<file path="config.mk">
export PLATFORM = sky130hd
export DESIGN_NAME = scg_sleep_gate
export DESIGN_NICKNAME = d
export VERILOG_FILES = /design/src/core/scg_pkg.sv /design/src/core/scg_reg_if.sv /design/src/core/scg_wb_slave.sv /design/src/core/scg_fault_chk.sv /design/src/core/scg_sleep_gate.sv
export SDC_FILE = /design/constraint.sdc
export NUM_CORES = 1
export LEC_CHECK = 0
export BUFFER_PORTS_ARGS = -buffer_cell sky130_fd_sc_hd__buf_2
export CORE_ASPECT_RATIO = 1.4
export CORE_MARGIN = 2
export CORE_UTILIZATION = 50
export DETAILED_ROUTE_END_ITERATION = 12
export GPL_ROUTABILITY_DRIVEN = 0
export PLACE_DENSITY = 0.86
export SYNTH_ARGS = -nofsm -noshare
export SYNTH_HDL_FRONTEND = slang
export SYNTH_HIERARCHICAL = 1
export SYNTH_SLANG_ARGS = --single-unit
</file>
<file path="constraint.sdc">
create_clock -name clk_i -period 3.45 [get_ports clk_i]
set_input_delay 0.8625 -clock clk_i [delete_from_list [all_inputs] [get_ports clk_i]]
set_output_delay 0.8625 -clock clk_i [all_outputs]
set_load 0.02 [all_outputs]
</file>
<file path="src/core/scg_pkg.sv">
// Constants and types shared by the sleep clock gating block.
// Assumes a 32-bit Wishbone register window decoded by the interconnect.
package scg_pkg;

	// ---------------------------------------------------------------
	// Register offsets (byte addresses within the block window)
	// ---------------------------------------------------------------
	localparam logic [11:0] OFF_RUN_GATE = 12'h104;
	localparam logic [11:0] OFF_SLEEP_GATE = 12'h114;
	localparam logic [11:0] OFF_DEEP_GATE = 12'h124;
	localparam logic [11:0] OFF_RUN_CFG = 12'h060;
	localparam logic [11:0] OFF_IRQ_STAT = 12'h200;
	localparam logic [11:0] OFF_IRQ_MASK = 12'h204;

	// ---------------------------------------------------------------
	// Field layout and reset values
	// ---------------------------------------------------------------
	localparam int NUNIT = 7;
	localparam int POS_ASYNC_SER0 = 0;
	localparam int POS_SYNC_SER0 = 4;
	localparam int POS_COUNTER0 = 16;
	localparam int POS_COUNTER1 = 17;
	localparam int POS_COUNTER2 = 18;
	localparam int POS_COMPARATOR0 = 24;
	localparam int POS_COMPARATOR1 = 25;
	localparam int UNIT_POS [NUNIT] = '{POS_ASYNC_SER0, POS_SYNC_SER0,
		POS_COUNTER0, POS_COUNTER1, POS_COUNTER2, POS_COMPARATOR0,
		POS_COMPARATOR1};
	localparam logic [31:0] GATE_WMASK = 32'h0307_0011;
	localparam logic [31:0] GATE_RESET = 32'h0000_0000;
	localparam int ACG_POS = 27;
	localparam logic [31:0] CFG_WMASK = 32'h0000_0001 << ACG_POS;
	localparam logic [31:0] CFG_RESET = 32'h0000_0000;
	localparam logic [31:0] IRQ_RESET = 32'h0000_0000;

	// ---------------------------------------------------------------
	// Types
	// ---------------------------------------------------------------
	typedef enum logic [1:0] {
		PWR_RUN = 2'h0,
		PWR_SLEEP = 2'h1,
		PWR_DEEP = 2'h3
	} scg_pwr_t;

	typedef enum logic {
		BUS_IDLE = 1'h0,
		BUS_ACK = 1'h1
	} scg_bus_t;

endpackage

</file>
<file path="src/core/scg_reg_if.sv">
// Internal register access port between bus slave and register file.
// Assumes one write strobe per accepted Wishbone write.
`timescale 1ns/1ps
interface scg_reg_if;
	logic wr;
	logic [11:0] adr;
	logic [31:0] wdat;
	logic [3:0] sel;
	logic [31:0] rdat;
	modport bus (output wr, output adr, output wdat, output sel,
		input rdat);
	modport regs (input wr, input adr, input wdat, input sel,
		output rdat);
endinterface

</file>
<file path="src/core/scg_wb_slave.sv">
// Classic Wishbone slave front end: one ack per request.
// Assumes the master holds a request until it samples ack.
`timescale 1ns/1ps
module scg_wb_slave (
	input wire logic clk_i,
	input wire logic rst_i,
	input wire logic ce_i,
	input wire logic wb_cyc_i,
	input wire logic wb_stb_i,
	input wire logic wb_we_i,
	input wire logic [31:0] wb_adr_i,
	input wire logic [31:0] wb_dat_i,
	input wire logic [3:0] wb_sel_i,
	output logic wb_ack_o,
	output logic [31:0] wb_dat_o,
	scg_reg_if.bus regs
);
	scg_pkg::scg_bus_t state_q;
	logic take;

	// ---------------------------------------------------------------
	// Request acceptance
	// ---------------------------------------------------------------
	// Upper address bits are left to the interconnect decoder
	assign take = ce_i && wb_cyc_i && wb_stb_i &&
		(state_q == scg_pkg::BUS_IDLE);
	assign regs.wr = take && wb_we_i;
	assign regs.adr = wb_adr_i[11:0];
	assign regs.wdat = wb_dat_i;
	assign regs.sel = wb_sel_i;

	always_ff @(posedge clk_i) begin
		if (rst_i) begin
			state_q <= scg_pkg::BUS_IDLE;
		end else if (ce_i) begin
			case (state_q)
				scg_pkg::BUS_IDLE: begin
					if (take) begin
						state_q <= scg_pkg::BUS_ACK;
					end
				end
				scg_pkg::BUS_ACK: begin
					state_q <= scg_pkg::BUS_IDLE;
				end
				default: begin
					state_q <= scg_pkg::BUS_IDLE;
				end
			endcase
		end
	end

	always_ff @(posedge clk_i) begin
		if (rst_i) begin
			wb_ack_o <= 1'b0;
		end else if (ce_i) begin
			wb_ack_o <= take;
		end
	end

	// Read data captured with the ack, stable while ack stands
	always_ff @(posedge clk_i) begin
		if (rst_i) begin
			wb_dat_o <= 32'h0000_0000;
		end else if (take && !wb_we_i) begin
			wb_dat_o <= regs.rdat;
		end
	end
endmodule

</file>
<file path="src/core/scg_fault_chk.sv">
// Per-unit bus fault detector for accesses to unclocked units.
// Assumes one access strobe per unit from the peripheral decoder.
`timescale 1ns/1ps
module scg_fault_chk #(
	parameter int NUNIT = 7
) (
	input wire logic clk_i,
	input wire logic rst_i,
	input wire logic ce_i,
	input wire logic [NUNIT-1:0] acc_i,
	input wire logic [NUNIT-1:0] en_i,
	output logic [NUNIT-1:0] fault_o
);
	// ---------------------------------------------------------------
	// Fault pulses
	// ---------------------------------------------------------------
	// An unclocked unit cannot answer, so the error comes from here
	for (genvar i = 0; i < NUNIT; i++) begin : g_unit
		always_ff @(posedge clk_i) begin
			if (rst_i) begin
				fault_o[i] <= 1'b0;
			end else if (ce_i) begin
				fault_o[i] <= acc_i[i] && !en_i[i];
			end
		end
	end
endmodule

</file>
<file path="src/core/scg_sleep_gate.sv">
// Clock gating registers for run, sleep and deep sleep, with fault irq.
// Assumes a classic Wishbone master and a power manager giving the state.
`timescale 1ns/1ps

module scg_sleep_gate (
	input wire logic clk_i,
	input wire logic rst_i,
	input wire logic ce_i,
	input wire logic wb_cyc_i,
	input wire logic wb_stb_i,
	input wire logic wb_we_i,
	input wire logic [31:0] wb_adr_i,
	input wire logic [31:0] wb_dat_i,
	input wire logic [3:0] wb_sel_i,
	output logic wb_ack_o,
	output logic [31:0] wb_dat_o,
	input wire logic [1:0] pwr_state_i,
	input wire logic [scg_pkg::NUNIT-1:0] unit_acc_i,
	output logic [scg_pkg::NUNIT-1:0] unit_clk_en_o,
	output logic [scg_pkg::NUNIT-1:0] unit_fault_o,
	output logic irq_o
);
	scg_reg_if regs ();

	logic [31:0] run_q;
	logic [31:0] sleep_q;
	logic [31:0] deep_q;
	logic [31:0] cfg_q;
	logic [31:0] stat_q;
	logic [31:0] stat_d;
	logic [31:0] mask_q;
	logic [31:0] eff_gate;
	logic [31:0] fault_bits;
	logic [scg_pkg::NUNIT-1:0] en_d;
	logic auto_clock_gating_select;
	logic wr_run;
	logic wr_sleep;
	logic wr_deep;
	logic wr_cfg;
	logic wr_stat;
	logic wr_mask;

	// ---------------------------------------------------------------
	// Helpers
	// ---------------------------------------------------------------
	function automatic logic [31:0] lane_wr(input logic [31:0] old,
		input logic [31:0] wd, input logic [3:0] sel,
		input logic [31:0] wm);
		logic [31:0] r;
		r = old;
		for (int b = 0; b < 4; b++) begin
			if (sel[b]) begin
				r[8*b +: 8] = wd[8*b +: 8];
			end
		end
		return r & wm;
	endfunction

	function automatic logic [31:0] lane_mask(input logic [3:0] sel);
		logic [31:0] r;
		r = 32'h0000_0000;
		for (int b = 0; b < 4; b++) begin
			r[8*b +: 8] = {8{sel[b]}};
		end
		return r;
	endfunction

	function automatic logic [scg_pkg::NUNIT-1:0] pick(
		input logic [31:0] v);
		logic [scg_pkg::NUNIT-1:0] r;
		r = '0;
		for (int k = 0; k < scg_pkg::NUNIT; k++) begin
			r[k] = v[scg_pkg::UNIT_POS[k]];
		end
		return r;
	endfunction

	// ---------------------------------------------------------------
	// Bus front end and fault detector
	// ---------------------------------------------------------------
	scg_wb_slave u_slave (
		.clk_i(clk_i),
		.rst_i(rst_i),
		.ce_i(ce_i),
		.wb_cyc_i(wb_cyc_i),
		.wb_stb_i(wb_stb_i),
		.wb_we_i(wb_we_i),
		.wb_adr_i(wb_adr_i),
		.wb_dat_i(wb_dat_i),
		.wb_sel_i(wb_sel_i),
		.wb_ack_o(wb_ack_o),
		.wb_dat_o(wb_dat_o),
		.regs(regs.bus)
	);

	scg_fault_chk #(
		.NUNIT(scg_pkg::NUNIT)
	) u_fault (
		.clk_i(clk_i),
		.rst_i(rst_i),
		.ce_i(ce_i),
		.acc_i(unit_acc_i),
		.en_i(unit_clk_en_o),
		.fault_o(unit_fault_o)
	);

	// ---------------------------------------------------------------
	// Address decode
	// ---------------------------------------------------------------
	assign wr_run = regs.wr && (regs.adr == scg_pkg::OFF_RUN_GATE);
	assign wr_sleep = regs.wr && (regs.adr == scg_pkg::OFF_SLEEP_GATE);
	assign wr_deep = regs.wr && (regs.adr == scg_pkg::OFF_DEEP_GATE);
	assign wr_cfg = regs.wr && (regs.adr == scg_pkg::OFF_RUN_CFG);
	assign wr_stat = regs.wr && (regs.adr == scg_pkg::OFF_IRQ_STAT);
	assign wr_mask = regs.wr && (regs.adr == scg_pkg::OFF_IRQ_MASK);
	assign auto_clock_gating_select = cfg_q[scg_pkg::ACG_POS];

	// ---------------------------------------------------------------
	// Gating registers
	// ---------------------------------------------------------------
	// run mode gating
	always_ff @(posedge clk_i) begin
		if (rst_i) begin
			run_q <= scg_pkg::GATE_RESET;
		end else if (ce_i && wr_run) begin
			run_q <= lane_wr(run_q, regs.wdat, regs.sel,
				scg_pkg::GATE_WMASK);
		end
	end

	always_ff @(posedge clk_i) begin
		if (rst_i) begin
			sleep_q <= scg_pkg::GATE_RESET;
		end else if (ce_i && wr_sleep) begin
			sleep_q <= lane_wr(sleep_q, regs.wdat, regs.sel,
				scg_pkg::GATE_WMASK);
		end
	end

	always_ff @(posedge clk_i) begin
		if (rst_i) begin
			deep_q <= scg_pkg::GATE_RESET;
		end else if (ce_i && wr_deep) begin
			deep_q <= lane_wr(deep_q, regs.wdat, regs.sel,
				scg_pkg::GATE_WMASK);
		end
	end

	// Only the auto gating select bit is kept here
	always_ff @(posedge clk_i) begin
		if (rst_i) begin
			cfg_q <= scg_pkg::CFG_RESET;
		end else if (ce_i && wr_cfg) begin
			cfg_q <= lane_wr(cfg_q, regs.wdat, regs.sel,
				scg_pkg::CFG_WMASK);
		end
	end

	// ---------------------------------------------------------------
	// Read back
	// ---------------------------------------------------------------
	// stored bits, reserved zeros
	always_comb begin
		case (regs.adr)
			scg_pkg::OFF_RUN_GATE: regs.rdat = run_q;
			scg_pkg::OFF_SLEEP_GATE: regs.rdat = sleep_q;
			scg_pkg::OFF_DEEP_GATE: regs.rdat = deep_q;
			scg_pkg::OFF_RUN_CFG: regs.rdat = cfg_q;
			scg_pkg::OFF_IRQ_STAT: regs.rdat = stat_q;
			scg_pkg::OFF_IRQ_MASK: regs.rdat = mask_q;
			default: regs.rdat = 32'h0000_0000;
		endcase
	end

	// ---------------------------------------------------------------
	// Effective gating per power state
	// ---------------------------------------------------------------
	// low-power gating needs auto select, else run gating holds
	always_comb begin
		case (scg_pkg::scg_pwr_t'(pwr_state_i))
			scg_pkg::PWR_RUN: eff_gate = run_q;
			scg_pkg::PWR_SLEEP: eff_gate = auto_clock_gating_select ? sleep_q : run_q;
			scg_pkg::PWR_DEEP: eff_gate = auto_clock_gating_select ? deep_q : run_q;
			default: eff_gate = run_q;
		endcase
	end

	for (genvar i = 0; i < scg_pkg::NUNIT; i++) begin : g_unit
		assign en_d[i] = eff_gate[scg_pkg::UNIT_POS[i]];
		assign fault_bits[scg_pkg::UNIT_POS[i]] = unit_fault_o[i];
	end
	for (genvar j = 0; j < 32; j++) begin : g_fill
		if (!scg_pkg::GATE_WMASK[j]) begin : g_zero
			assign fault_bits[j] = 1'b0;
		end
	end

	// registered enables keep the clock gates glitch free
	always_ff @(posedge clk_i) begin
		if (rst_i) begin
			unit_clk_en_o <= '0;
		end else if (ce_i) begin
			unit_clk_en_o <= en_d;
		end
	end

	// ---------------------------------------------------------------
	// Fault interrupt
	// ---------------------------------------------------------------
	// New fault beats a write-one clear in the same cycle
	always_comb begin
		stat_d = stat_q;
		if (wr_stat) begin
			stat_d = stat_q & ~(regs.wdat & lane_mask(regs.sel));
		end
		stat_d = stat_d | fault_bits;
	end

	always_ff @(posedge clk_i) begin
		if (rst_i) begin
			stat_q <= scg_pkg::IRQ_RESET;
		end else if (ce_i) begin
			stat_q <= stat_d;
		end
	end

	always_ff @(posedge clk_i) begin
		if (rst_i) begin
			mask_q <= scg_pkg::IRQ_RESET;
		end else if (ce_i && wr_mask) begin
			mask_q <= lane_wr(mask_q, regs.wdat, regs.sel,
				scg_pkg::GATE_WMASK);
		end
	end

	always_ff @(posedge clk_i) begin
		if (rst_i) begin
			irq_o <= 1'b0;
		end else if (ce_i) begin
			irq_o <= |(stat_q & mask_q);
		end
	end
endmodule

</file>
==> out/qor.yml <==
cts_buffers: 9
p_int_mw: 1.923
track_usage_pct: 23.35
required_ns: 3.74
setup_viol: 0
drtIter0Drc: 391
hold_viol: 0
finalPower_mw: 2.531
worst_slew_pin_slew_ns: 0.5265
grt_pass1_vias: 4556
clkPwrFrac_pct: 42.3
final_common_cell: "buf_2"
drc: 0
start_util_pct: 51.41
path_class: "in -> reg"
ys_warn_count: 6
slowest_stage: "or4_1"
antenna_found_initial: 0
coreArea_um2: 10920
power.density_nw_per_um2: 409.1
path_cells: "buf_2 -> or4_1 -> buf_4 -> nor3_1 -> or3b_2 -> a21oi_1"
layout_common_cells: "110 x buf_2, 109 x dfxtp_1, 66 x a21oi_1, 60 x nand2b_1, 33 x mux2i_1"
n_fill_cell: 909
min_period_ns: 2.548
relSlewSlack_pct: 64.90
die_w_um: 93.57
pwr-share-comb_pct: 7.2
dieArea_um2: 12110
hold-path-cell-count: 2
synth_area_um2: 5615
overflow: 0
power.switching_mw: 0.6073
max_stage_delay_ns: 0.73
fin_setup_tns_ns: 0
p_seq_share_pct: 50.5
cap_violations: 0
wl_um: 14410
avgViaCountPerCell: 5.991
place_hpwl_um: 10130
drv_slew: 0
placed_area_um2: 5876
fmax_ghz: 0.3925
htree_levels: 3
grt_pass1_wl_um: 22360
clock_latency_ns: 0.36
ir_worst_vdd_v: 0.0001876
synth-seq-cells: 109
end_kind: "register"
drtAntennaViolNets: 0
finalClockSkew_ns: 0.003990
rr_worst_depth: 6
cts_resized: 0
postLayoutCellArea_um2: 6186
vias: 4769
cts.sinks: 109
ys_seq_area_share_pct: 38.86
num_rows: 45
p_sw_share_pct: 24.00
post-route-period-util_pct: 73.85
grt_max_degree: 66
hold_path.class: "reg -> reg"
clkTransAtPathRegs_ns: 0.07
die_h_um: 129.4
syn_inst: 609
area_delta_synth_final_pct: 10.16
wire_per_inst_um: 18.11
cp-start-kind: "primary input"
cts_tree: "done"
postCtsSetupBuffers: 0
synth_nets: 692
drive_gt1_share_pct: 26.61
ctsHoldBuffers: 0
ys_types: 43
clock_path_buffers: 2
leakage_nw: 2.496
io_buffers: 110
rsz0062_at_grt: "false"
ios: 131
syn_area_per_cell_um2: 9.221
outcome: "complete, no violations"
detailedRoute.firstPassIterationCount: 5
clockRootBuffer: "clkbuf_16"
cp_data_arrival_time_ns: 2.84
final_nets: 732
crit_fanout: 18
kinds of logic (layout without fill, tap and decap cells):
kind of cell	count (synthesis)	count (layout)	share of synthesized area, %
multiplexers	47	47	8.690
AND/OR/NAND/NOR	179	179	23.31
buffers and inverters	115	160	11.88
AO/OA/AOI/OAI	159	159	17.27
flip-flops	109	109	38.86
other	0	1	0
per-layer routing:
layer	vias up	global-route usage, %	wire length [um]	part of all wire (%)
li1	2233	-	-	-
met1	2291	26.09	5483	38
met4	0	13.64	643	4.5
met3	48	3.488	795	5.5
met2	197	41.81	7492	52
met5	-	0	0	0
stage by stage:
step	instances	util, %	hold WS, ns	setup slack [ns]
6_report	796	56.63	0.4428	0.9021
5_1_grt	795	56.61	0.4588	0.8067
4_1_cts	795	56.61	0.4430	0.9185
3_5_place_dp	779	53.79	0.4321	0.5491
3_3_place_gp	779	53.79	0.4175	0.6144
2_1_floorplan	609	-	0.4086	0.6653
worst paths after layout:
check / from / end / slack, ns
setup / recovery: wb_adr_i[1] / u_slave/wb_dat_o[31] / 0.90
hold / removal: stat_q[19] / stat_q[19] / 0.44
setup reg to reg: u_slave/state_q / run_q[18] / 1.58
hold reg to reg: stat_q[19] / stat_q[19] / 0.44
registers in the layout, summed over array words and instances, names as in the netlist:
signal and count:
unit_clk_en_o 7, irq_o 1, deep_q 7, u_fault/fault_o 7
cfg_q 1, run_q 7, u_slave/wb_dat_o 32, stat_q 32
sleep_q 7, mask_q 7, u_slave/state_q 1
worst max-delay path, delay by kind of cell:
family	cells	cell delay, ns
buf+inv	2	0.44
compound gates	1	0.13
simple gates	3	1.40
layout make-up:
class                           count  area, um^2  share of cell area (%)
Multi-Input combinational cell    385        2766                   44.72
Sequential cell                   109        2182                   35.28
Timing Repair Buffer              126       683.2                   11.04
Clock buffer                       10       239.0                   3.863
Tap cell                          141       176.4                   2.852
Clock inverter                      6       68.82                   1.112
Inverter                           18       67.56                   1.092
Antenna cell                        1       2.502                 0.04045
Yosys cell counts, drive strengths merged:
master / number / share of area (%)
a22o: 2 / 0.31
or4b: 4 / 0.71
buf: 61 / 8.3
nand3: 4 / 0.36
nand4: 9 / 1.0
o21ai: 32 / 2.9
a21oi: 66 / 5.9
a41oi: 1 / 0.16
o22ai: 7 / 0.78
a311oi: 20 / 3.1
mux2i: 33 / 5.9
or3b: 32 / 5.0
nor4: 8 / 2.2
nor3: 20 / 2.0
or4: 2 / 0.27
o21bai: 1 / 0.13
nor2: 1 / 0.067
nand2: 12 / 0.85
nor4b: 4 / 0.96
a22oi: 11 / 1.5
dfxtp: 109 / 39
inv: 18 / 1.2
and4: 4 / 0.62
and2: 8 / 0.89
o211ai: 7 / 0.94
nand4b: 1 / 0.42
clkbuf: 36 / 2.4
nand2b: 60 / 6.7
mux2: 14 / 2.8
and3: 3 / 0.33
a21o: 7 / 0.94
nand3b: 7 / 0.94
a221oi: 1 / 0.16
a211oi: 4 / 0.53
power by group through the flow:
stage / sequential [mW] / clock (mW) / combinational, mW
after detailed placement: 1.31 / 0 / 0.177
after global placement: 1.31 / 0 / 0.171
after CTS: 1.28 / 1.08 / 0.178
final: 1.28 / 1.07 / 0.182
after global routing: 1.28 / 1.13 / 0.195
after floorplan: 1.31 / 0 / 0.140
Note: power is estimated with default switching activity, not from simulation.
